### src/inc/cbcr_pkg.sv
// Constants and types shared by the clock buffer configuration register bank
`default_nettype none

package cbcr_pkg;

    // ------------------------------------------------------------------
    // Widths
    // ------------------------------------------------------------------
    localparam int ADDR_W = 7;
    localparam int DATA_W = 8;
    localparam int OTP_W  = 64;
    localparam int GAIN_W = 5;
    localparam int CAP_W  = 7;
    localparam int SEL_W  = 2;
    localparam int DEVA_W = 3;

    // ------------------------------------------------------------------
    // Register addresses
    // ------------------------------------------------------------------
    localparam logic [ADDR_W-1:0] ADDR_GAIN = 7'h00;
    localparam logic [ADDR_W-1:0] ADDR_RSVD = 7'h01;
    localparam logic [ADDR_W-1:0] ADDR_CAP  = 7'h02;
    localparam logic [ADDR_W-1:0] ADDR_RUN  = 7'h03;
    localparam logic [ADDR_W-1:0] ADDR_SEL  = 7'h04;
    localparam logic [ADDR_W-1:0] ADDR_DST0 = 7'h05;
    localparam logic [ADDR_W-1:0] ADDR_DST1 = 7'h06;
    localparam logic [ADDR_W-1:0] ADDR_DST2 = 7'h07;
    localparam logic [ADDR_W-1:0] ADDR_OEN0 = 7'h08;
    localparam logic [ADDR_W-1:0] ADDR_OEN1 = 7'h09;
    localparam logic [ADDR_W-1:0] ADDR_DEVA = 7'h0a;
    localparam logic [ADDR_W-1:0] ADDR_ID   = 7'h0b;
    localparam logic [ADDR_W-1:0] ADDR_IN1C = 7'h0d;

    // ------------------------------------------------------------------
    // Reset values before the factory store is copied in
    // ------------------------------------------------------------------
    localparam logic [GAIN_W-1:0] RST_GAIN = 5'h04;
    localparam logic [CAP_W-1:0]  RST_CAP  = 7'h40;
    localparam logic              RST_RUN  = 1'b1;
    localparam logic [SEL_W-1:0]  RST_SEL  = 2'h0;
    localparam logic [7:0]        RST_DST  = 8'h00;
    localparam logic [7:0]        RST_OEN  = 8'h00;
    localparam logic [DEVA_W-1:0] RST_DEVA = 3'h0;
    localparam logic [7:0]        RST_IN1C = 8'h00;

    // ------------------------------------------------------------------
    // Field codes
    // ------------------------------------------------------------------
    localparam logic [GAIN_W-1:0] GAIN_OPEN = 5'h00;
    localparam logic [GAIN_W-1:0] GAIN_A1   = 5'h01;
    localparam logic [GAIN_W-1:0] GAIN_A2   = 5'h02;
    localparam logic [GAIN_W-1:0] GAIN_A3   = 5'h03;
    localparam logic [GAIN_W-1:0] GAIN_A4R  = 5'h04;
    localparam logic [GAIN_W-1:0] GAIN_A4   = 5'h08;
    localparam logic [GAIN_W-1:0] GAIN_A8   = 5'h10;
    localparam logic [GAIN_W-1:0] GAIN_A12  = 5'h18;

    localparam logic [SEL_W-1:0] SEL_IN0  = 2'h0;
    localparam logic [SEL_W-1:0] SEL_IN1  = 2'h1;
    localparam logic [SEL_W-1:0] SEL_XTAL = 2'h2;
    localparam logic [SEL_W-1:0] SEL_BYP  = 2'h3;

    localparam logic [1:0] DST_BOTH_LOW  = 2'h0;
    localparam logic [1:0] DST_DRIVE_LOW = 2'h1;

    // ------------------------------------------------------------------
    // Factory store bit positions
    // ------------------------------------------------------------------
    localparam int OTP_GAIN_LSB = 0;
    localparam int OTP_CAP_LSB  = 8;
    localparam int OTP_RUN_LSB  = 16;
    localparam int OTP_SEL_LSB  = 24;
    localparam int OTP_DST0_LSB = 32;
    localparam int OTP_DST1_LSB = 40;
    localparam int OTP_DST2_LSB = 48;
    localparam int OTP_OEN0_LSB = 56;

    // ------------------------------------------------------------------
    // Types
    // ------------------------------------------------------------------
    typedef struct packed {
        logic              wr;
        logic              rd;
        logic [ADDR_W-1:0] addr;
        logic [DATA_W-1:0] wdata;
    } cbcr_req_t;

    typedef struct packed {
        logic              valid;
        logic [DATA_W-1:0] rdata;
    } cbcr_rsp_t;

    typedef enum logic [1:0] {RES_OPEN, RES_550, RES_150, RES_0} cbcr_res_t;

    typedef enum logic [1:0] {DRV_ACTIVE, DRV_BOTH_LOW, DRV_TRUE_LOW, DRV_HIGH_Z} cbcr_drive_t;

    typedef enum logic {ST_LOAD, ST_RUN} cbcr_state_t;

    typedef struct packed {
        logic [3:0]       amp_count;
        cbcr_res_t        series_res;
        logic [CAP_W-1:0] load_cap;
        logic             osc_run;
        logic             bypass;
    } cbcr_xtal_t;

endpackage

`default_nettype wire

### src/cbcr_regs.sv
// Configuration register bank of the differential clock fanout buffer
//
// Summary of operation
// RULE1: All settings are byte registers picked by a seven-bit address on the control port.
// RULE2: Every register default is copied from the 64-bit factory store after reset; the second enable, address and second-input registers keep reset values.
// RULE3: Gain bits 4:0 pick amplifier count and series resistance, other codes are reserved.
// RULE4: Load bits 0 to 6 each switch one binary-weighted capacitor and bit 7 is reserved.
// RULE5: With the run-policy bit set the oscillator runs only while crystal mode is selected.
// RULE6: With the run-policy bit clear the oscillator keeps running for any selected source.
// RULE7: Software should leave the run-policy bit at one for the best jitter.
// RULE8: The source field picks input zero, input one, crystal, or bypass with buffer off.
// RULE9: Bits 7:6 of the first disabled-state register give output three its disabled drive.
// RULE10: Bits 5:4 of the first disabled-state register give output two its disabled drive.
// RULE11: The high disabled-state and second enable registers exist only with twelve outputs.
// RULE12: Disabled drive codes are 00 both low, 01 true low and complement high, 1x high-z.
// RULE13: Software should set a disabled-state field before changing that output's enable.
// RULE14: Unused bits and unassigned addresses read zero and ignore writes.
`timescale 1ns/1ps
`default_nettype none

module cbcr_regs #(
    parameter int         NUM_OUTPUTS = 12,     // 8 or 12 outputs
    parameter logic [7:0] DEVICE_ID   = 8'h5a   // Arbitrary identity value
) (
    input  wire logic                                 clock,       // 40 MHz clock
    input  wire logic                                 rstn,        // Async reset, low
    input  wire logic [cbcr_pkg::OTP_W-1:0]           otp_bits,    // Factory defaults
    input  wire cbcr_pkg::cbcr_req_t                  reg_req,     // Register request
    output cbcr_pkg::cbcr_rsp_t                       reg_rsp,     // Read answer
    output cbcr_pkg::cbcr_xtal_t                      xtal_ctrl,   // Crystal controls
    output logic [cbcr_pkg::SEL_W-1:0]                ref_select,  // Reference route
    output cbcr_pkg::cbcr_drive_t [NUM_OUTPUTS-1:0]   out_drive,   // Per-output drive
    output logic [cbcr_pkg::DEVA_W-1:0]               bus_addr_cfg,// Address setting
    output logic [7:0]                                in1_ctrl,    // Second input control
    output logic                                      cfg_loaded   // Defaults copied
);

    localparam bit WIDE = (NUM_OUTPUTS > 8);

    // ------------------------------------------------------------------
    // Decode functions
    // ------------------------------------------------------------------
    function automatic logic [3:0] amp_of(input logic [cbcr_pkg::GAIN_W-1:0] g);
        unique case (g)
            cbcr_pkg::GAIN_A1:  amp_of = 4'h1;
            cbcr_pkg::GAIN_A2:  amp_of = 4'h2;
            cbcr_pkg::GAIN_A3:  amp_of = 4'h3;
            cbcr_pkg::GAIN_A4R: amp_of = 4'h4;
            cbcr_pkg::GAIN_A4:  amp_of = 4'h4;
            cbcr_pkg::GAIN_A8:  amp_of = 4'h8;
            cbcr_pkg::GAIN_A12: amp_of = 4'hc;
            default:            amp_of = 4'h0;
        endcase
    endfunction

    function automatic cbcr_pkg::cbcr_res_t res_of(input logic [cbcr_pkg::GAIN_W-1:0] g);
        unique case (g)
            cbcr_pkg::GAIN_A1, cbcr_pkg::GAIN_A2, cbcr_pkg::GAIN_A3: res_of = cbcr_pkg::RES_550;
            cbcr_pkg::GAIN_A4R: res_of = cbcr_pkg::RES_150;
            cbcr_pkg::GAIN_A4, cbcr_pkg::GAIN_A8, cbcr_pkg::GAIN_A12: res_of = cbcr_pkg::RES_0;
            default: res_of = cbcr_pkg::RES_OPEN;
        endcase
    endfunction

    function automatic cbcr_pkg::cbcr_drive_t drive_of(input logic en, input logic [1:0] code);
        if (en) begin
            drive_of = cbcr_pkg::DRV_ACTIVE;
        end else if (code == cbcr_pkg::DST_BOTH_LOW) begin
            drive_of = cbcr_pkg::DRV_BOTH_LOW;
        end else if (code == cbcr_pkg::DST_DRIVE_LOW) begin
            drive_of = cbcr_pkg::DRV_TRUE_LOW;
        end else begin
            drive_of = cbcr_pkg::DRV_HIGH_Z;
        end
    endfunction

    // ------------------------------------------------------------------
    // State and storage
    // ------------------------------------------------------------------
    cbcr_pkg::cbcr_state_t               state_q;
    logic [cbcr_pkg::GAIN_W-1:0]         gain_q;
    logic [cbcr_pkg::CAP_W-1:0]          cap_q;
    logic                                run_q;
    logic [cbcr_pkg::SEL_W-1:0]          sel_q;
    logic [23:0]                         dst_q;
    logic [15:0]                         oen_q;
    logic [cbcr_pkg::DEVA_W-1:0]         deva_q;
    logic [7:0]                          in1c_q;
    logic [7:0]                          rd_byte;
    logic                                wr_ok;

    assign wr_ok = (state_q == cbcr_pkg::ST_RUN) && reg_req.wr;

    // ------------------------------------------------------------------
    // Default load sequencing
    // ------------------------------------------------------------------
    always_ff @(posedge clock or negedge rstn) begin
        if (!rstn) begin
            state_q <= cbcr_pkg::ST_LOAD;
        end else begin
            state_q <= cbcr_pkg::ST_RUN;
        end
    end

    // ------------------------------------------------------------------
    // Register writes
    // ------------------------------------------------------------------
    // RULE2 factory default copy
    always_ff @(posedge clock or negedge rstn) begin
        if (!rstn) begin
            gain_q <= cbcr_pkg::RST_GAIN;
            cap_q  <= cbcr_pkg::RST_CAP;
            run_q  <= cbcr_pkg::RST_RUN;
            sel_q  <= cbcr_pkg::RST_SEL;
        end else if (state_q == cbcr_pkg::ST_LOAD) begin
            gain_q <= otp_bits[cbcr_pkg::OTP_GAIN_LSB +: cbcr_pkg::GAIN_W];
            cap_q  <= otp_bits[cbcr_pkg::OTP_CAP_LSB +: cbcr_pkg::CAP_W];
            run_q  <= otp_bits[cbcr_pkg::OTP_RUN_LSB];
            sel_q  <= otp_bits[cbcr_pkg::OTP_SEL_LSB +: cbcr_pkg::SEL_W];
        end else if (wr_ok) begin
            // RULE1 byte address decode
            unique case (reg_req.addr)
                cbcr_pkg::ADDR_GAIN: gain_q <= reg_req.wdata[cbcr_pkg::GAIN_W-1:0];
                cbcr_pkg::ADDR_CAP:  cap_q  <= reg_req.wdata[cbcr_pkg::CAP_W-1:0];
                cbcr_pkg::ADDR_RUN:  run_q  <= reg_req.wdata[0];
                cbcr_pkg::ADDR_SEL:  sel_q  <= reg_req.wdata[cbcr_pkg::SEL_W-1:0];
                default: ;
            endcase
        end
    end

    // RULE11 disabled-state and enable registers, high ones variant-only
    always_ff @(posedge clock or negedge rstn) begin
        if (!rstn) begin
            dst_q <= {3{cbcr_pkg::RST_DST}};
            oen_q <= {2{cbcr_pkg::RST_OEN}};
        end else if (state_q == cbcr_pkg::ST_LOAD) begin
            dst_q[7:0]   <= otp_bits[cbcr_pkg::OTP_DST0_LSB +: 8];
            dst_q[15:8]  <= otp_bits[cbcr_pkg::OTP_DST1_LSB +: 8];
            dst_q[23:16] <= WIDE ? otp_bits[cbcr_pkg::OTP_DST2_LSB +: 8] : 8'h00;
            oen_q[7:0]   <= otp_bits[cbcr_pkg::OTP_OEN0_LSB +: 8];
            oen_q[15:8]  <= cbcr_pkg::RST_OEN;
        end else if (wr_ok) begin
            unique case (reg_req.addr)
                cbcr_pkg::ADDR_DST0: dst_q[7:0]  <= reg_req.wdata;
                cbcr_pkg::ADDR_DST1: dst_q[15:8] <= reg_req.wdata;
                cbcr_pkg::ADDR_DST2: begin
                    if (WIDE) begin
                        dst_q[23:16] <= reg_req.wdata;
                    end
                end
                cbcr_pkg::ADDR_OEN0: oen_q[7:0] <= reg_req.wdata;
                cbcr_pkg::ADDR_OEN1: begin
                    if (WIDE) begin
                        oen_q[15:8] <= {4'h0, reg_req.wdata[3:0]};
                    end
                end
                default: ;
            endcase
        end
    end

    always_ff @(posedge clock or negedge rstn) begin
        if (!rstn) begin
            deva_q <= cbcr_pkg::RST_DEVA;
            in1c_q <= cbcr_pkg::RST_IN1C;
        end else if (wr_ok && reg_req.addr == cbcr_pkg::ADDR_DEVA) begin
            deva_q <= reg_req.wdata[cbcr_pkg::DEVA_W-1:0];
        end else if (wr_ok && reg_req.addr == cbcr_pkg::ADDR_IN1C) begin
            in1c_q <= reg_req.wdata;
        end
    end

    // ------------------------------------------------------------------
    // Register reads
    // ------------------------------------------------------------------
    // RULE14 zero for unused bits and addresses
    always_comb begin
        rd_byte = 8'h00;
        unique case (reg_req.addr)
            cbcr_pkg::ADDR_GAIN: rd_byte = {3'h0, gain_q};
            cbcr_pkg::ADDR_CAP:  rd_byte = {1'b0, cap_q};
            cbcr_pkg::ADDR_RUN:  rd_byte = {7'h00, run_q};
            cbcr_pkg::ADDR_SEL:  rd_byte = {6'h00, sel_q};
            cbcr_pkg::ADDR_DST0: rd_byte = dst_q[7:0];
            cbcr_pkg::ADDR_DST1: rd_byte = dst_q[15:8];
            cbcr_pkg::ADDR_DST2: rd_byte = WIDE ? dst_q[23:16] : 8'h00;
            cbcr_pkg::ADDR_OEN0: rd_byte = oen_q[7:0];
            cbcr_pkg::ADDR_OEN1: rd_byte = WIDE ? oen_q[15:8] : 8'h00;
            cbcr_pkg::ADDR_DEVA: rd_byte = {5'h00, deva_q};
            cbcr_pkg::ADDR_ID:   rd_byte = DEVICE_ID;
            cbcr_pkg::ADDR_IN1C: rd_byte = in1c_q;
            default:             rd_byte = 8'h00;
        endcase
    end

    // RULE1 read answer one cycle later
    always_ff @(posedge clock or negedge rstn) begin
        if (!rstn) begin
            reg_rsp <= '0;
        end else begin
            reg_rsp.valid <= reg_req.rd;
            reg_rsp.rdata <= reg_req.rd ? rd_byte : 8'h00;
        end
    end

    // ------------------------------------------------------------------
    // Crystal and reference controls
    // ------------------------------------------------------------------
    always_ff @(posedge clock or negedge rstn) begin
        if (!rstn) begin
            xtal_ctrl  <= '0;
            ref_select <= cbcr_pkg::RST_SEL;
        end else begin
            // RULE3 gain decode
            xtal_ctrl.amp_count  <= amp_of(gain_q);
            xtal_ctrl.series_res <= res_of(gain_q);
            // RULE4 capacitor bank switches
            xtal_ctrl.load_cap   <= cap_q;
            // RULE5 RULE6 oscillator run policy
            xtal_ctrl.osc_run    <= !run_q || (sel_q == cbcr_pkg::SEL_XTAL);
            // RULE8 bypass disables crystal buffer
            xtal_ctrl.bypass     <= (sel_q == cbcr_pkg::SEL_BYP);
            ref_select           <= sel_q;
        end
    end

    // ------------------------------------------------------------------
    // Output drive and misc outputs
    // ------------------------------------------------------------------
    // RULE9 RULE10 RULE12 disabled drive per output
    always_ff @(posedge clock or negedge rstn) begin
        if (!rstn) begin
            for (int i = 0; i < NUM_OUTPUTS; i++) begin
                out_drive[i] <= cbcr_pkg::DRV_BOTH_LOW;
            end
        end else begin
            for (int i = 0; i < NUM_OUTPUTS; i++) begin
                out_drive[i] <= drive_of(oen_q[i], dst_q[2*i +: 2]);
            end
        end
    end

    always_ff @(posedge clock or negedge rstn) begin
        if (!rstn) begin
            bus_addr_cfg <= cbcr_pkg::RST_DEVA;
            in1_ctrl     <= cbcr_pkg::RST_IN1C;
            cfg_loaded   <= 1'b0;
        end else begin
            bus_addr_cfg <= deva_q;
            in1_ctrl     <= in1c_q;
            cfg_loaded   <= (state_q == cbcr_pkg::ST_RUN);
        end
    end

    // ------------------------------------------------------------------
    // Assertions
    // ------------------------------------------------------------------
    property p_read_answer;
        @(posedge clock) disable iff (!rstn) reg_req.rd |=> reg_rsp.valid;
    endproperty
    a_read_answer: assert property (p_read_answer) else $error("read not answered"); // RULE1

    property p_otp_load;
        @(posedge clock) disable iff (!rstn)
        (state_q == cbcr_pkg::ST_LOAD) |=> (gain_q == $past(otp_bits[4:0]))
            && (run_q == $past(otp_bits[cbcr_pkg::OTP_RUN_LSB]));
    endproperty
    a_otp_load: assert property (p_otp_load) else $error("defaults not from store"); // RULE2

    property p_gain12;
        @(posedge clock) disable iff (!rstn)
        (wr_ok && reg_req.addr == cbcr_pkg::ADDR_GAIN && reg_req.wdata[4:0] == 5'h18)
            |-> ##2 (xtal_ctrl.amp_count == 4'hc && xtal_ctrl.series_res == cbcr_pkg::RES_0);
    endproperty
    a_gain12: assert property (p_gain12) else $error("gain code 24 misdecoded"); // RULE3

    property p_cap_write;
        @(posedge clock) disable iff (!rstn)
        (wr_ok && reg_req.addr == cbcr_pkg::ADDR_CAP)
            |-> ##2 (xtal_ctrl.load_cap == $past(reg_req.wdata[6:0], 2));
    endproperty
    a_cap_write: assert property (p_cap_write) else $error("load cap not applied"); // RULE4

    property p_osc_stop;
        @(posedge clock) disable iff (!rstn)
        (run_q && sel_q != cbcr_pkg::SEL_XTAL) |=> !xtal_ctrl.osc_run;
    endproperty
    a_osc_stop: assert property (p_osc_stop) else $error("oscillator not stopped"); // RULE5

    property p_osc_keep;
        @(posedge clock) disable iff (!rstn) !run_q |=> xtal_ctrl.osc_run;
    endproperty
    a_osc_keep: assert property (p_osc_keep) else $error("oscillator stopped"); // RULE6

    property p_bypass;
        @(posedge clock) disable iff (!rstn)
        (sel_q == cbcr_pkg::SEL_BYP) |=> (xtal_ctrl.bypass && ref_select == 2'h3);
    endproperty
    a_bypass: assert property (p_bypass) else $error("bypass route wrong"); // RULE8

    property p_clock_output_three_off;
        @(posedge clock) disable iff (!rstn)
        (!oen_q[3] && dst_q[7:6] == 2'h0) |=> (out_drive[3] == cbcr_pkg::DRV_BOTH_LOW);
    endproperty
    a_clock_output_three_off: assert property (p_clock_output_three_off) else $error("output three drive wrong"); // RULE9

    property p_out2_off;
        @(posedge clock) disable iff (!rstn)
        (!oen_q[2] && dst_q[5:4] == 2'h1) |=> (out_drive[2] == cbcr_pkg::DRV_TRUE_LOW);
    endproperty
    a_out2_off: assert property (p_out2_off) else $error("output two drive wrong"); // RULE10

    property p_hiz;
        @(posedge clock) disable iff (!rstn)
        (!oen_q[0] && dst_q[1]) |=> (out_drive[0] == cbcr_pkg::DRV_HIGH_Z);
    endproperty
    a_hiz: assert property (p_hiz) else $error("high-z code not applied"); // RULE12

    property p_narrow;
        @(posedge clock) disable iff (!rstn)
        (!WIDE && reg_req.rd && reg_req.addr == cbcr_pkg::ADDR_DST2) |=> (reg_rsp.rdata == 8'h00);
    endproperty
    a_narrow: assert property (p_narrow) else $error("absent register read nonzero"); // RULE11

    property p_unmapped;
        @(posedge clock) disable iff (!rstn)
        (reg_req.rd && reg_req.addr == 7'h0c) |=> (reg_rsp.valid && reg_rsp.rdata == 8'h00);
    endproperty
    a_unmapped: assert property (p_unmapped) else $error("unmapped read nonzero"); // RULE14

    c_xtal_run: cover property (@(posedge clock) disable iff (!rstn)
        run_q && sel_q == cbcr_pkg::SEL_XTAL ##1 xtal_ctrl.osc_run);
    c_out_disable: cover property (@(posedge clock) disable iff (!rstn)
        $fell(oen_q[0]) ##1 out_drive[0] != cbcr_pkg::DRV_ACTIVE);
    c_id_read: cover property (@(posedge clock) disable iff (!rstn)
        reg_req.rd && reg_req.addr == cbcr_pkg::ADDR_ID ##1 reg_rsp.valid);
    c_gain_write: cover property (@(posedge clock) disable iff (!rstn)
        wr_ok && reg_req.addr == cbcr_pkg::ADDR_GAIN);

endmodule

`default_nettype wire

### config.mk
export PLATFORM = sky130hd
export DESIGN_NAME = cbcr_regs
export DESIGN_NICKNAME = d
export VERILOG_FILES = /design/src/inc/cbcr_pkg.sv /design/src/cbcr_regs.sv
export SDC_FILE = /design/constraint.sdc
export NUM_CORES = 1
export LEC_CHECK = 0
export BUFFER_PORTS_ARGS = -buffer_cell sky130_fd_sc_hd__buf_2
export CAP_MARGIN = 25
export CORE_UTILIZATION = 53
export DETAILED_ROUTE_END_ITERATION = 16
export PLACE_DENSITY = 0.77
export SLEW_MARGIN = 20
export SYNTH_ARGS = -nofsm -noshare
export SYNTH_HDL_FRONTEND = slang
export SYNTH_SLANG_ARGS = --single-unit
### constraint.sdc
create_clock -name clock -period 1.8 [get_ports clock]
set_input_delay 0.18 -clock clock [delete_from_list [all_inputs] [get_ports clock]]
set_output_delay 0.18 -clock clock [all_outputs]
set_load 0.01 [all_outputs]
==> results, run 1 <==
- The total wire length is between 15000 and 20000 µm.
- The total of warnings raised by yosys is 0.
- The max-capacitance violation count is 0.
- The number of distinct library cells after synthesis is 52.
- The H-tree generated during clock tree synthesis spans 4 levels.
- The via-per-instance ratio is around 5.5.
- The residual overflow from global routing is 0.
- The sum of met2 wire segment lengths after detailed routing is roughly 7700 µm.
- Once the floorplan was initialized, standard cells occupied ~55% of the core.
- The initial antenna violation count came to 0.
- The number of buffers created by CTS is 17.
- The number of violations reported at the end of detailed-routing iteration 0 is around 330.
- The clock-pin slew of the registers on the worst-case setup and hold paths is approximately 0.06 ns.
- The worst slew margin relative to its limit is 53.05%.
- The hold violation count in the final report is 0.
- The worst setup path is launched from a register.
- The die covers between 10000 and 15000 µm².
- Routed signal wires occupy layers up through met4.
- The root buffer cell chosen for the clock tree is clkbuf_8.
- The post-route clock period utilization is about four fifths.
- The standard-cell row count is 36.
- A synthesized cell averages around 11 µm².
- After detailed routing, the average wire length per cell comes to between 15 and 20 µm.
- The detail route stage leaves a number of antenna-violating nets equal to 0.
- The worst-case IR drop observed on VDD is roughly 0.00053 V.
- The total number of vias is about 4700.
- The fmax is between 600 and 700 MHz.
- In this run the tool buffered the top-level ports with about 130 buffer cells.
- The count of flip-flops with a built-in enable after synthesis is 0.
- The core region area is approximately 10000 µm².
- The final RePlAce weighted congestion is 0.8633.
- Data on the critical path is required at its endpoint by 2.18 ns.
- The number of instances resized during post-cts repair is 0.
- The final max-slew violation count is 0.
- Counting every instance in the synthesized netlist gives 501.
- The biggest cell delay along the critical path is between 0.4 and 0.5 ns.
- The fraction of the yosys area taken by sequential cells is 57.41%.
- In this run, synthesis produced a sequential element count of between 100 and 150.
- The fraction of layout instances using a drive strength above 1 is between 30% and 40%.
- The maximum buffer depth of the clock tree is 2.
- The area growth from synthesis to layout is 37.94%.
- From bottom edge to top edge, the die measures a little over 100 µm.
- The run finished with clean final reports.
- The library cell contributing the largest single delay on the critical path is dfrtp_1.
- The category of the worst setup path capture point is a register.
- The final setup violation count is 0.
- 0 antenna diodes ended up in the layout.
- After detailed routing, the met3 layer carries about 900 µm of wire.
- The actual slew at the worst max-slew pin is around 0.7 ns.
- Cells fill around three quarters of the core in the end.
- The x dimension of the die is between 100 and 150 µm.
- The critical path goes through mux2_2 > and3_1 > o21ai_0 > a31oi_1.
- In the final design database the tool counted just under 800 nets.
- The first global-routing pass estimated between 20000 and 30000 µm of wire.
- The number of clock sinks is ~130.
- For this run, the detailed router's first-pass iteration total came to 5.
- The async set or reset register ratio after synthesis is 100.0%.
- Along the worst path, the maximum fanout reaches 4.
- The tightest min-delay check is of the input port to register type.
- In this run the count of I/O pins placed on the die edge is approximately 150.
- The half-perimeter wire length after detailed placement is approximately 10000 µm.
- STA puts the critical path data arrival time at 1.81 ns.
- The clock reaches the later pin of the worst-skew pair after about 0.53 ns.
- For the finished layout, the period the worst path requires is roughly 1.4 ns.
- After detailed routing, the wire length on met1 is ~7000 µm.
- After detailed routing, the number of remaining DRC violations is 0.
- Setup total negative slack on the finished layout was measured at 0 ns.
- The power per cell area is ~1000 nW/µm².
- The TritonCTS clock tree is yes.
- The via count of the first global-routing pass is 4805.
- The total routing usage reported by global routing is a little under a third.
- The synthesized netlist occupies a cell area of ~5500 µm².
- Setup repair after global routing left no endpoint under its margin.
- The total nets after synthesis is between 500 and 600.
- Entering global routing, the biggest net connects 126 pins.
- Buffers added to address setup during post-CTS repair amount to 0.
- The critical path is of the register to register type.
- For this design the static power due to leakage is about 3.6 nW.
- The flip-flop cell with the highest count after synthesis is dfrtp_1.
- The maximum clock skew at final layout is about 0.013 ns.
## routing by layer
layer	up-vias	global-route usage, %
met5	-	0
met4	0	10.71
met3	29	6.167
met2	188	49.95
met1	2305	42.83
li1	2153	-
## area by class of cell
type | count | area (µm²)
tap | 133 | 166.4
clock buffer | 18 | 417.9
sequential | 125 | 3148
timing repair buffer | 206 | 1419
inverter | 17 | 63.81
clock inverter | 14 | 195.2
multi-input combinational | 331 | 2151
fill | 652 | 2349
## metrics by stage
stage	cells	setup WS, ns	hold WS [ns]	power [mW]	cell area [µm²]
floorplan	501	0.2251	-0.1156	3.605	5482
global placement	762	0.08596	0.3235	3.988	6447
detailed placement	762	0.06604	0.3276	4.013	6447
CTS	844	0.3764	0.008331	7.610	7561
global route	844	0.3026	0.04474	7.857	7561
finish	844	0.3675	0.03356	7.609	7561
## critical path, delay by kind of cell, from the launching register on
kind,cells,cell delay [ns]
AND/OR/NAND/NOR,1,0.17
AO/OA/AOI/OAI,2,0.41
multiplexers,1,0.29
flip-flops,1,0.41
## cells in the final DEF (no fill, tap or decap), types with 5 or more instances in the layout
cell / netlist / routed
buf_2: 6 / 126
dfrtp_1: 110 / 109
nor2_1: 79 / 79
a21oi_1: 65 / 65
mux2i_1: 60 / 60
dlygate4sd3_1: 0 / 50
buf_4: 0 / 25
inv_1: 16 / 16
clkbuf_16: 0 / 16
dfstp_2: 15 / 15
mux2_2: 14 / 14
nand2_1: 12 / 12
nor2b_1: 9 / 9
o21ai_0: 8 / 8
nor3_1: 7 / 7
nand3_1: 7 / 7
and3_1: 6 / 6
a31oi_1: 6 / 6
nand4_1: 5 / 5
buf_12: 0 / 5
## path summary, 6_finish.rpt
| check | slack [ns] | start | to | depth (start not counted) |
|---|---|---|---|---|
| max | 0.37 | dst_q[12] | reg_rsp[4] | 4 |
| min | 0.03 | reg_req[6] | in1c_q[6] | 2 |
| max reg2reg | 0.37 | dst_q[12] | reg_rsp[4] | 4 |
| min reg2reg | 0.41 | in1c_q[7] | in1_ctrl[7] | 0 |
| max in group asynchronous | 0.98 | rstn | gain_q[1] | 3 |
| min in group asynchronous | 0.24 | rstn | cap_q[3] | 3 |
## registers in the layout, indices dropped and copies added, names as in the netlist
| register | flops |
|---|---|
| oen_q | 12 |
| cfg_loaded | 1 |
| reg_rsp | 9 |
| sel_q | 2 |
| state_q | 1 |
| in1_ctrl | 8 |
| dst_q | 24 |
| xtal_ctrl | 15 |
| deva_q | 3 |
| ref_select | 2 |
| bus_addr_cfg | 3 |
| in1c_q | 8 |
| cap_q | 7 |
| gain_q | 5 |
| run_q | 1 |
| out_drive | 24 |
## synth_stat cells, types with 2 or more instances
library cell  number  area (µm²)
a21o_1             2       15.01
a21oi_1           65       325.3
a22oi_1            3       22.52
a31oi_1            6       37.54
and2_1             3       18.77
and3_1             6       37.54
and4_1             2       17.52
buf_1              2       7.510
buf_2              6       30.03
clkbuf_1          19       71.32
dfrtp_1          110        2753
dfstp_2           15       394.1
inv_1             16       60.06
mux2_2            14       157.7
mux2i_1           60       600.6
nand2_1           12       45.04
nand2b_1           3       18.77
nand3_1            7       35.03
nand3b_1           4       30.03
nand4_1            5       31.28
nor2_1            79       296.5
nor2b_1            9       56.30
nor3_1             7       35.03
nor3_2             2       20.02
nor3_4             3       48.80
nor3b_1            3       22.52
nor4_1             4       25.02
o211ai_1           2       15.01
o21ai_0            8       40.04
o32ai_1            2       17.52
## where the power goes
group          switching [mW]  internal (mW)
Sequential              0.158           3.04
Clock                    1.29           2.25
Combinational           0.482          0.392
## logic make-up (layout without fill, tap and decap cells)
group | after synthesis | in the layout | share of synthesized area, %
xor gates and xnor gates | 1 | 1 | 0.1598
other | 1 | 1 | 0.06841
AOI/OAI and AO/OA | 100 | 100 | 10.50
DFF | 125 | 125 | 57.41
and+or+nand+nor | 155 | 155 | 14.68
muxes | 74 | 74 | 13.83
buffers and inverters | 45 | 255 | 3.355
## what timing repair did
item	4_1_cts	5_1_grt
hold buffers	50	0
hold endpoints to repair	159	0
setup endpoints to repair	0	0
Power figures use the tool's default switching activity.
==> run 2: changes to the inputs <==
CORE_UTILIZATION = 48   (was 53)
PLACE_DENSITY = 0.74   (was 0.77)
clock period = 1.3 ns   (was 1.8 ns; I/O delays follow)
==> results, run 2 (synthesis gave the netlist of run 1 again) <==
- The minimum clock period after layout is 1.338 ns (was 1.433 ns).
- RSZ-0062 raised after global routing: true (was false).
- The initial core utilization is 49.91% (was 55.32%).
- The total wire length is 16920 µm (was 15850 µm).
- The leakage power figure is 3.858 nW (was 3.554 nW).
- The number of nets in the finished design is 828 (was 781).
- The initial antenna violation count was 0 (unchanged).
- The setup TNS is -0.03849 ns (was 0 ns).
- The fraction of layout instances using a drive strength above 1 is 37.73% (was 31.93%).
- The height of the chip came to 108.9 µm (was 103.7 µm).
- The half-perimeter wire length after detailed placement is 11390 µm (was 10120 µm).
- The final RePlAce weighted congestion came to 0.9162 (was 0.8633).
- The H-tree depth is 4 (unchanged).
- The biggest cell delay along the critical path is 0.39 ns (was 0.41 ns).
- Status: complete, but fails checks (was finished clean).
- The final setup violation count is 1 (was 0).
- Ordered cell list for the critical path: or3b_4 > a211oi_2 > o21ai_1 > a31oi_1 (was mux2_2 > and3_1 > o21ai_0 > a31oi_1).
- The residual overflow from global routing is 0 (unchanged).
- The library cell contributing the largest single delay on the critical path is or3b_4 (was dfrtp_1).
- The pre-CTS setup slack came to -0.3729 ns (was 0.06604 ns).
- The core region area was 10980 µm² (was 9910 µm²).
- The peak fanout along the critical path is 2 (was 4).
- The post-route clock period utilization is 103.0% (was 79.58%).
- The x dimension of the die is 108.9 µm (was 103.7 µm).
- The final critical-path setup slack is -0.03849 ns (was 0.3675 ns).
- The average wire per standard cell came to 18.85 µm (was 18.78 µm).
- The clock-pin slew of the registers on the worst-case setup and hold paths is 0.05 ns (was 0.06 ns).
- The maximum clock skew at final layout is 0.01104 ns (was 0.01273 ns).
- The number of fill cells in the layout is 761 (was 652).
- The overall power consumption is 10.75 mW (was 7.609 mW).
- The number of buffer and inverter stages on the critical path is 0 (unchanged).
- The nature of the critical path startpoint is a register (unchanged).
- Most used cells in the layout excluding fill and tap cells: buf_2 (126), dfrtp_1 (109), nor2_1 (78) (was buf_2 (126), dfrtp_1 (109), nor2_1 (79)).
- The number of buffer cells added on primary ports is 127 (unchanged).
- The final instance area is 8118 µm² (was 7561 µm²).
- The final reports fail on negative setup slack.
- The maximum buffer depth of the clock tree is 2 (unchanged).
- The category of the worst setup path capture point is a register (unchanged).
- The area of the die is 11850 µm² (was 10750 µm²).
- The source-to-sink clock delay at the later pin of the worst-skew pair was 0.42 ns (was 0.53 ns).
- The count of antenna-violating nets left after detailed routing is 0 (unchanged).
- The TritonCTS clock tree is yes (unchanged).
- The number of optimization iterations in the first detailed-route pass is 5 (unchanged).
- The fmax is 747.1 MHz (was 698.1 MHz).
- Largest registers in the final layout: dst_q: 24 flops, out_drive: 24 flops, xtal_ctrl: 15 flops (unchanged).
- The required time of the critical path is 1.62 ns (was 2.18 ns).
- The critical path data arrival time was 1.66 ns (was 1.81 ns).
- The total routing usage reported by global routing is 30.97% (was 31.20%).
- The most common library cell in the layout ignoring fill and taps is buf_2 (unchanged).
- The number of violations reported at the end of detailed-routing iteration 0 is 303 (was 329).
- The number of clock sinks was 125 (unchanged).
- The via count of the first global-routing pass was 4983 (was 4805).
- The smallest hold slack is 0.01264 ns (was 0.03356 ns).
- The final max-slew violation count is 0 (unchanged).
- The path category of the worst min-delay check was input port to register (unchanged).
- The power per cell area is 1325 nW/µm² (was 1006 nW/µm²).
- The total number of vias is 4898 (was 4675).
- The count of unresolved DRC violations after routing is 0 (unchanged).
- The worst ir drop on vdd came to 0.0007923 V (was 0.0005316 V).
- The wire length of the first global-routing pass is 26770 µm (was 25450 µm).
- The number of buffers created by CTS is 17 (unchanged).
- The max-capacitance violation count is 0 (unchanged).
- The hold violation count in the final report is 0 (unchanged).
- The area growth from synthesis to layout is 48.09% (was 37.94%).
- The standard-cell row count came to 38 (was 36).
- The largest net degree at the start of global routing is 58 (was 126).
- The area of placed instances was 6904 µm² (was 6447 µm²).
- The clock root buffer is clkbuf_16 (was clkbuf_8).
- The total inserted antenna cells came to 0 (unchanged).
- The via-per-instance ratio was 5.454 (was 5.539).
- The classification of the worst setup path is register to register (unchanged).
- The family with the most delay on the worst path is compound AO/OA/AOI/OAI gates (unchanged).
- The number of top-level design ports is 145 (unchanged).
run 2: cell count changes in the layout (fill, tap and decap cells not counted), moves of 3 or more:
cell      before  now
mux2_2        14    3
clkbuf_1       1    5
clkinv_4       4    0
mux2_4         0   11
buf_12         5   10
buf_4         25   67
clkbuf_8       1    4
run 2: path summary, 6_finish.rpt:
| kind | from | to | slack [ns] | depth (start not counted) |
|---|---|---|---|---|
| max in group asynchronous | rstn | run_q | 0.56 | 3 |
| worst max register to register | cap_q[4] | reg_rsp[4] | -0.04 | 4 |
| min in group asynchronous | rstn | in1_ctrl[4] | 0.17 | 2 |
| worst min-delay path | otp_bits[14] | cap_q[6] | 0.01 | 3 |
| worst min register to register | in1c_q[6] | in1_ctrl[6] | 0.42 | 0 |
| worst max-delay path | cap_q[4] | reg_rsp[4] | -0.04 | 4 |
run 2: area by class of cell:
type                            instances  area, µm²  share of cell area, %
Sequential cell                       125       3148                  38.78
Multi-Input combinational cell        331       2263                  27.88
Tap cell                              140      175.2                  2.158
Inverter                               17      63.81                 0.7861
Timing Repair Buffer                  253       1858                  22.89
Clock buffer                           26      499.2                  6.150
Clock inverter                          6      110.1                  1.356
run 2: metal layers:
| metal | wire length (µm) | global-route usage (%) | vias up |
|---|---|---|---|
| li1 | - | - | 2250 |
| met1 | 7463 | 43.07 | 2430 |
| met2 | 8098 | 47.84 | 191 |
| met3 | 1072 | 6.515 | 27 |
| met4 | 288 | 11.20 | 0 |
| met5 | 0 | 0 | - |
run 2: stage by stage:
step,std cells,util [%]
6_report,898,73.91
5_1_grt,898,73.91
4_1_cts,896,73.39
3_5_place_dp,814,62.86
3_3_place_gp,814,62.86
2_1_floorplan,501,-
run 2: worst min-delay path: stages:
cell and delay (ns):
buf_2 0.11, nor2_1 0.12, a21oi_1 0.06
run 2: power breakdown:
group | leakage (nW) | switching (mW) | internal, mW
clock network | 0.291 | 1.70 | 3.22
logic | 2.07 | 0.727 | 0.682
registers | 1.50 | 0.221 | 4.21
run 2: what timing repair did:
action | CTS | global route
resized for setup | 7 | 11
gates cloned | 1 | 0
pin swaps | 4 | 6
hold buffers | 48 | 0
endpoints found under the hold margin | 159 | 0
setup endpoints to repair | 10 | 11
setup buffers | 1 | 2
==> run 3: changes to the inputs <==
ABC_AREA = 1   (was not set)
PLACE_DENSITY = not set   (was 0.74)
PLACE_DENSITY_LB_ADDON = 0.05   (was not set)
==> results, run 3 <==
- The count of antenna-violating nets left after detailed routing was 0 (unchanged).
- The biggest cell delay along the critical path came to 0.42 ns (was 0.39 ns).
- The classification of the worst setup path is register to register (unchanged).
- The nature of the critical path startpoint was a register (unchanged).
- The total of warnings raised by yosys was 0 (unchanged).
- The final RePlAce weighted congestion is 0.8649 (was 0.9162).
- The via count of the first global-routing pass is 4664 (was 4983).
- The switching power is 2.782 mW (was 2.644 mW).
- The maximum buffer depth of the clock tree is 2 (unchanged).
- The largest net degree at the start of global routing is 57 (was 58).
- The flip-flop cell with the highest count after synthesis is dfrtp_1 (unchanged).
- The core region area came to 11030 µm² (was 10980 µm²).
- The required time of the critical path is 1.61 ns (was 1.62 ns).
- The final setup violation count is 0 (was 1).
- The height of the chip is 109.5 µm (was 108.9 µm).
- Violated checks: negative hold slack (was negative setup slack).
- Most frequent cells after synthesis: nand2_1 (125), dfrtp_1 (110), nand3_1 (64) (was dfrtp_1 (110), nor2_1 (79), a21oi_1 (65)).
- The hold violation count in the final report came to 1 (was 0).
- The post-synthesis instance area came to 5544 µm² (was 5482 µm²).
- The clock-pin slew of the registers on the worst-case setup and hold paths came to 0.06 ns (was 0.05 ns).
- The category of the worst setup path capture point is a register (unchanged).
- The number of buffers created by CTS was 17 (unchanged).
- The half-perimeter wire length after detailed placement was 10920 µm (was 11390 µm).
- The path category of the worst min-delay check is input port to register (unchanged).
- The H-tree depth is 4 (unchanged).
- The total number of vias is 4875 (was 4898).
- The setup TNS came to 0 ns (was -0.03849 ns).
- The combinational share of power is 13.3% (was 13.1%).
- The number of buffer cells added on primary ports was 127 (unchanged).
- The residual overflow from global routing came to 0 (unchanged).
- The source-to-sink clock delay at the later pin of the worst-skew pair is 0.42 ns (about the same).
- The average wire per standard cell is 16.20 µm (was 18.85 µm).
- The portion of total power attributed to sequential cells is 42.0% (was 41.2%).
- The number of distinct library cells after synthesis is 28 (was 52).
- The clock network fraction of total power is 44.7% (was 45.7%).
- The fraction of the yosys area taken by sequential cells is 56.76% (was 57.41%).
- Status: complete, but fails checks (unchanged).
- The most used standard cell by instance count after synthesis is nand2_1 (was dfrtp_1).
- The via-per-instance ratio is 5.110 (was 5.454).
- The library cell contributing the largest single delay on the critical path is dfrtp_1 (was or3b_4).
- The count of unresolved DRC violations after routing is 0 (unchanged).
- The number of nets in the finished design is 884 (was 828).
- The max-capacitance violation count was 0 (unchanged).
- The clock root buffer is clkbuf_16 (unchanged).
- The share of Yosys cell area claimed by the top area cell type is 49.65% (was 50.22%).
- The peak fanout along the critical path is 8 (was 2).
- Top area cells in the synthesized netlist: dfrtp_1 (50%), nand2_1 (8.5%), dfstp_2 (7.1%) (was dfrtp_1 (50%), mux2i_1 (11%), dfstp_2 (7.2%)).
- The number of fill cells in the layout is 866 (was 761).
- The number of optimization iterations in the first detailed-route pass is 5 (unchanged).
- The biggest area consumer among synthesized cells was dfrtp_1 (unchanged).
- The worst ir drop on vdd is 0.0009449 V (was 0.0007923 V).
- The critical path data arrival time is 1.58 ns (was 1.66 ns).
- The post-route clock period utilization was 97.63% (was 103.0%).
- The standard-cell row count is 38 (unchanged).
- The async set or reset register ratio after synthesis came to 100.0% (unchanged).
- The family with the most delay on the worst path is buffers and inverters (was compound AO/OA/AOI/OAI gates).
- The power per cell area is 1394 nW/µm² (was 1325 nW/µm²).
- The area growth from synthesis to layout is 40.28% (was 48.09%).
- The area of the die is 11980 µm² (was 11850 µm²).
- The TritonCTS clock tree is yes (unchanged).
- The fmax is 787.9 MHz (was 747.1 MHz).
- The internal power component is 8.061 mW (was 8.109 mW).
- The wire length of the first global-routing pass is 23690 µm (was 26770 µm).
- The initial core utilization is 50.26% (was 49.91%).
- The final max-slew violation count was 0 (unchanged).
- The count of flip-flops with a built-in enable after synthesis is 0 (unchanged).
- The synthesized area per cell is 9.302 µm² (was 10.94 µm²).
- The number of clock sinks is 125 (unchanged).
- The number of violations reported at the end of detailed-routing iteration 0 is 287 (was 303).
- The initial antenna violation count is 0 (unchanged).
- The total wire length is 15450 µm (was 16920 µm).
- Most used cells in the layout excluding fill and tap cells: buf_2 (126), nand2_1 (119), dfrtp_1 (110) (was buf_2 (126), dfrtp_1 (109), nor2_1 (78)).
- The gate count after technology mapping is 596 (was 501).
- The x dimension of the die is 109.5 µm (was 108.9 µm).
- Largest registers in the final layout: dst_q: 24 flops, out_drive: 24 flops, xtal_ctrl: 15 flops (unchanged).
- The minimum clock period after layout is 1.269 ns (was 1.338 ns).
- The total inserted antenna cells is 0 (unchanged).
- The leakage power figure is 3.912 nW (was 3.858 nW).
- The smallest hold slack is -0.0004265 ns (was 0.01264 ns).
- The post-layout utilization of the core came to 70.51% (was 73.91%).
- The number of top-level design ports is 145 (unchanged).
- The total of flip-flops plus latches after synthesis came to 125 (unchanged).
- The fraction of layout instances using a drive strength above 1 was 40.91% (was 37.73%).
- The total routing usage reported by global routing is 27.33% (was 30.97%).
- The total nets after synthesis was 679 (was 584).
- The number of buffer and inverter stages on the critical path is 3 (was 0).
- The most common library cell in the layout ignoring fill and taps is buf_2 (unchanged).
- Ordered cell list for the critical path: buf_6 > nand2_2 > inv_1 > buf_4 > a21oi_1 > o21ai_2 (was or3b_4 > a211oi_2 > o21ai_1 > a31oi_1).
- The maximum clock skew at final layout was 0.007412 ns (was 0.01104 ns).
- The switching share of total power is 25.66% (was 24.59%).
-- run 3: cell types whose count changed after synthesis, moves of 9 or more --
cell | previous run | this run
nand2_1 | 12 | 125
inv_1 | 16 | 49
nand3_1 | 7 | 64
nand2_2 | 0 | 10
o21ai_2 | 0 | 33
nor2b_1 | 9 | 0
o21ai_1 | 0 | 19
mux2i_1 | 60 | 0
nor2_1 | 79 | 52
clkbuf_1 | 19 | 4
a21oi_1 | 65 | 54
mux2_2 | 14 | 0
nor2_4 | 0 | 10
-- run 3: worst paths after layout --
kind,start,end,slack (ns),cells after the start
min in group asynchronous,rstn,in1_ctrl[0],0.14,2
worst max register to register,state_q,dst_q[10],0.03,6
max in group asynchronous,rstn,out_drive[10],0.52,3
worst min register to register,in1c_q[7],in1_ctrl[7],0.40,0
worst max-delay path,state_q,dst_q[10],0.03,6
worst min-delay path,otp_bits[46],dst_q[14],-0.0004,3
-- run 3: cell type report --
cell class | count | area [µm²] | area share (%)
sequential | 125 | 3147 | 40.46
clock buffer | 20 | 466.7 | 6.001
clock inverter | 12 | 142.6 | 1.834
multi-input combinational | 397 | 2193 | 28.20
inverter | 58 | 225.2 | 2.896
tap | 140 | 175.2 | 2.252
timing repair buffer | 202 | 1428 | 18.36
-- run 3: per-layer routing --
metal  part of all wire [%]  GRT usage, %
met5                      0             0
met4                    1.8         8.952
met3                    4.6         6.106
met2                     49         44.12
met1                     45         36.63
-- run 3: power by group through the flow --
stage	registers (mW)	clock network [mW]	logic [mW]
floorplan	4.65	0	0.575
global placement	4.60	0	1.28
detailed placement	4.61	0	1.29
CTS	4.55	4.90	1.39
global route	4.60	5.08	1.59
finish	4.56	4.84	1.44
-- run 3: repair_timing --
action                                 CTS  global route
pin swaps                                2             3
buffers inserted                         2             3
hold buffers                            28             1
endpoints found under the hold margin  141             1
gates cloned                             0             1
setup endpoints to repair               19            43
gates resized for setup                 11            30
-- run 3: worst min-delay path: stages --
cell     delay [ns]
buf_2          0.08
a21oi_2        0.05
o21ai_2        0.12
-- run 3: cell families after synthesis --
family / Yosys count / share of synthesized area [%]
AO/OA/AOI/OAI: 118 / 13.68
buffers and inverters: 75 / 6.296
AND/OR/NAND/NOR: 277 / 23.20
other: 1 / 0.06764
flip-flops: 125 / 56.76
-- run 3: through the flow --
step | hold slack, ns | cell area [µm²] | cells | total power [mW] | setup WS (ns)
floorplan | -0.1656 | 5544 | 596 | 5.225 | 0.07178
global placement | 0.03715 | 6635 | 887 | 5.874 | -0.09310
CTS | 0.0008736 | 7587 | 949 | 10.84 | -0.003549
finish | -0.0004265 | 7777 | 954 | 10.84 | 0.03084
detailed placement | 0.03961 | 6635 | 887 | 5.898 | -0.1680
global route | 0.008645 | 7777 | 954 | 11.27 | -0.002041
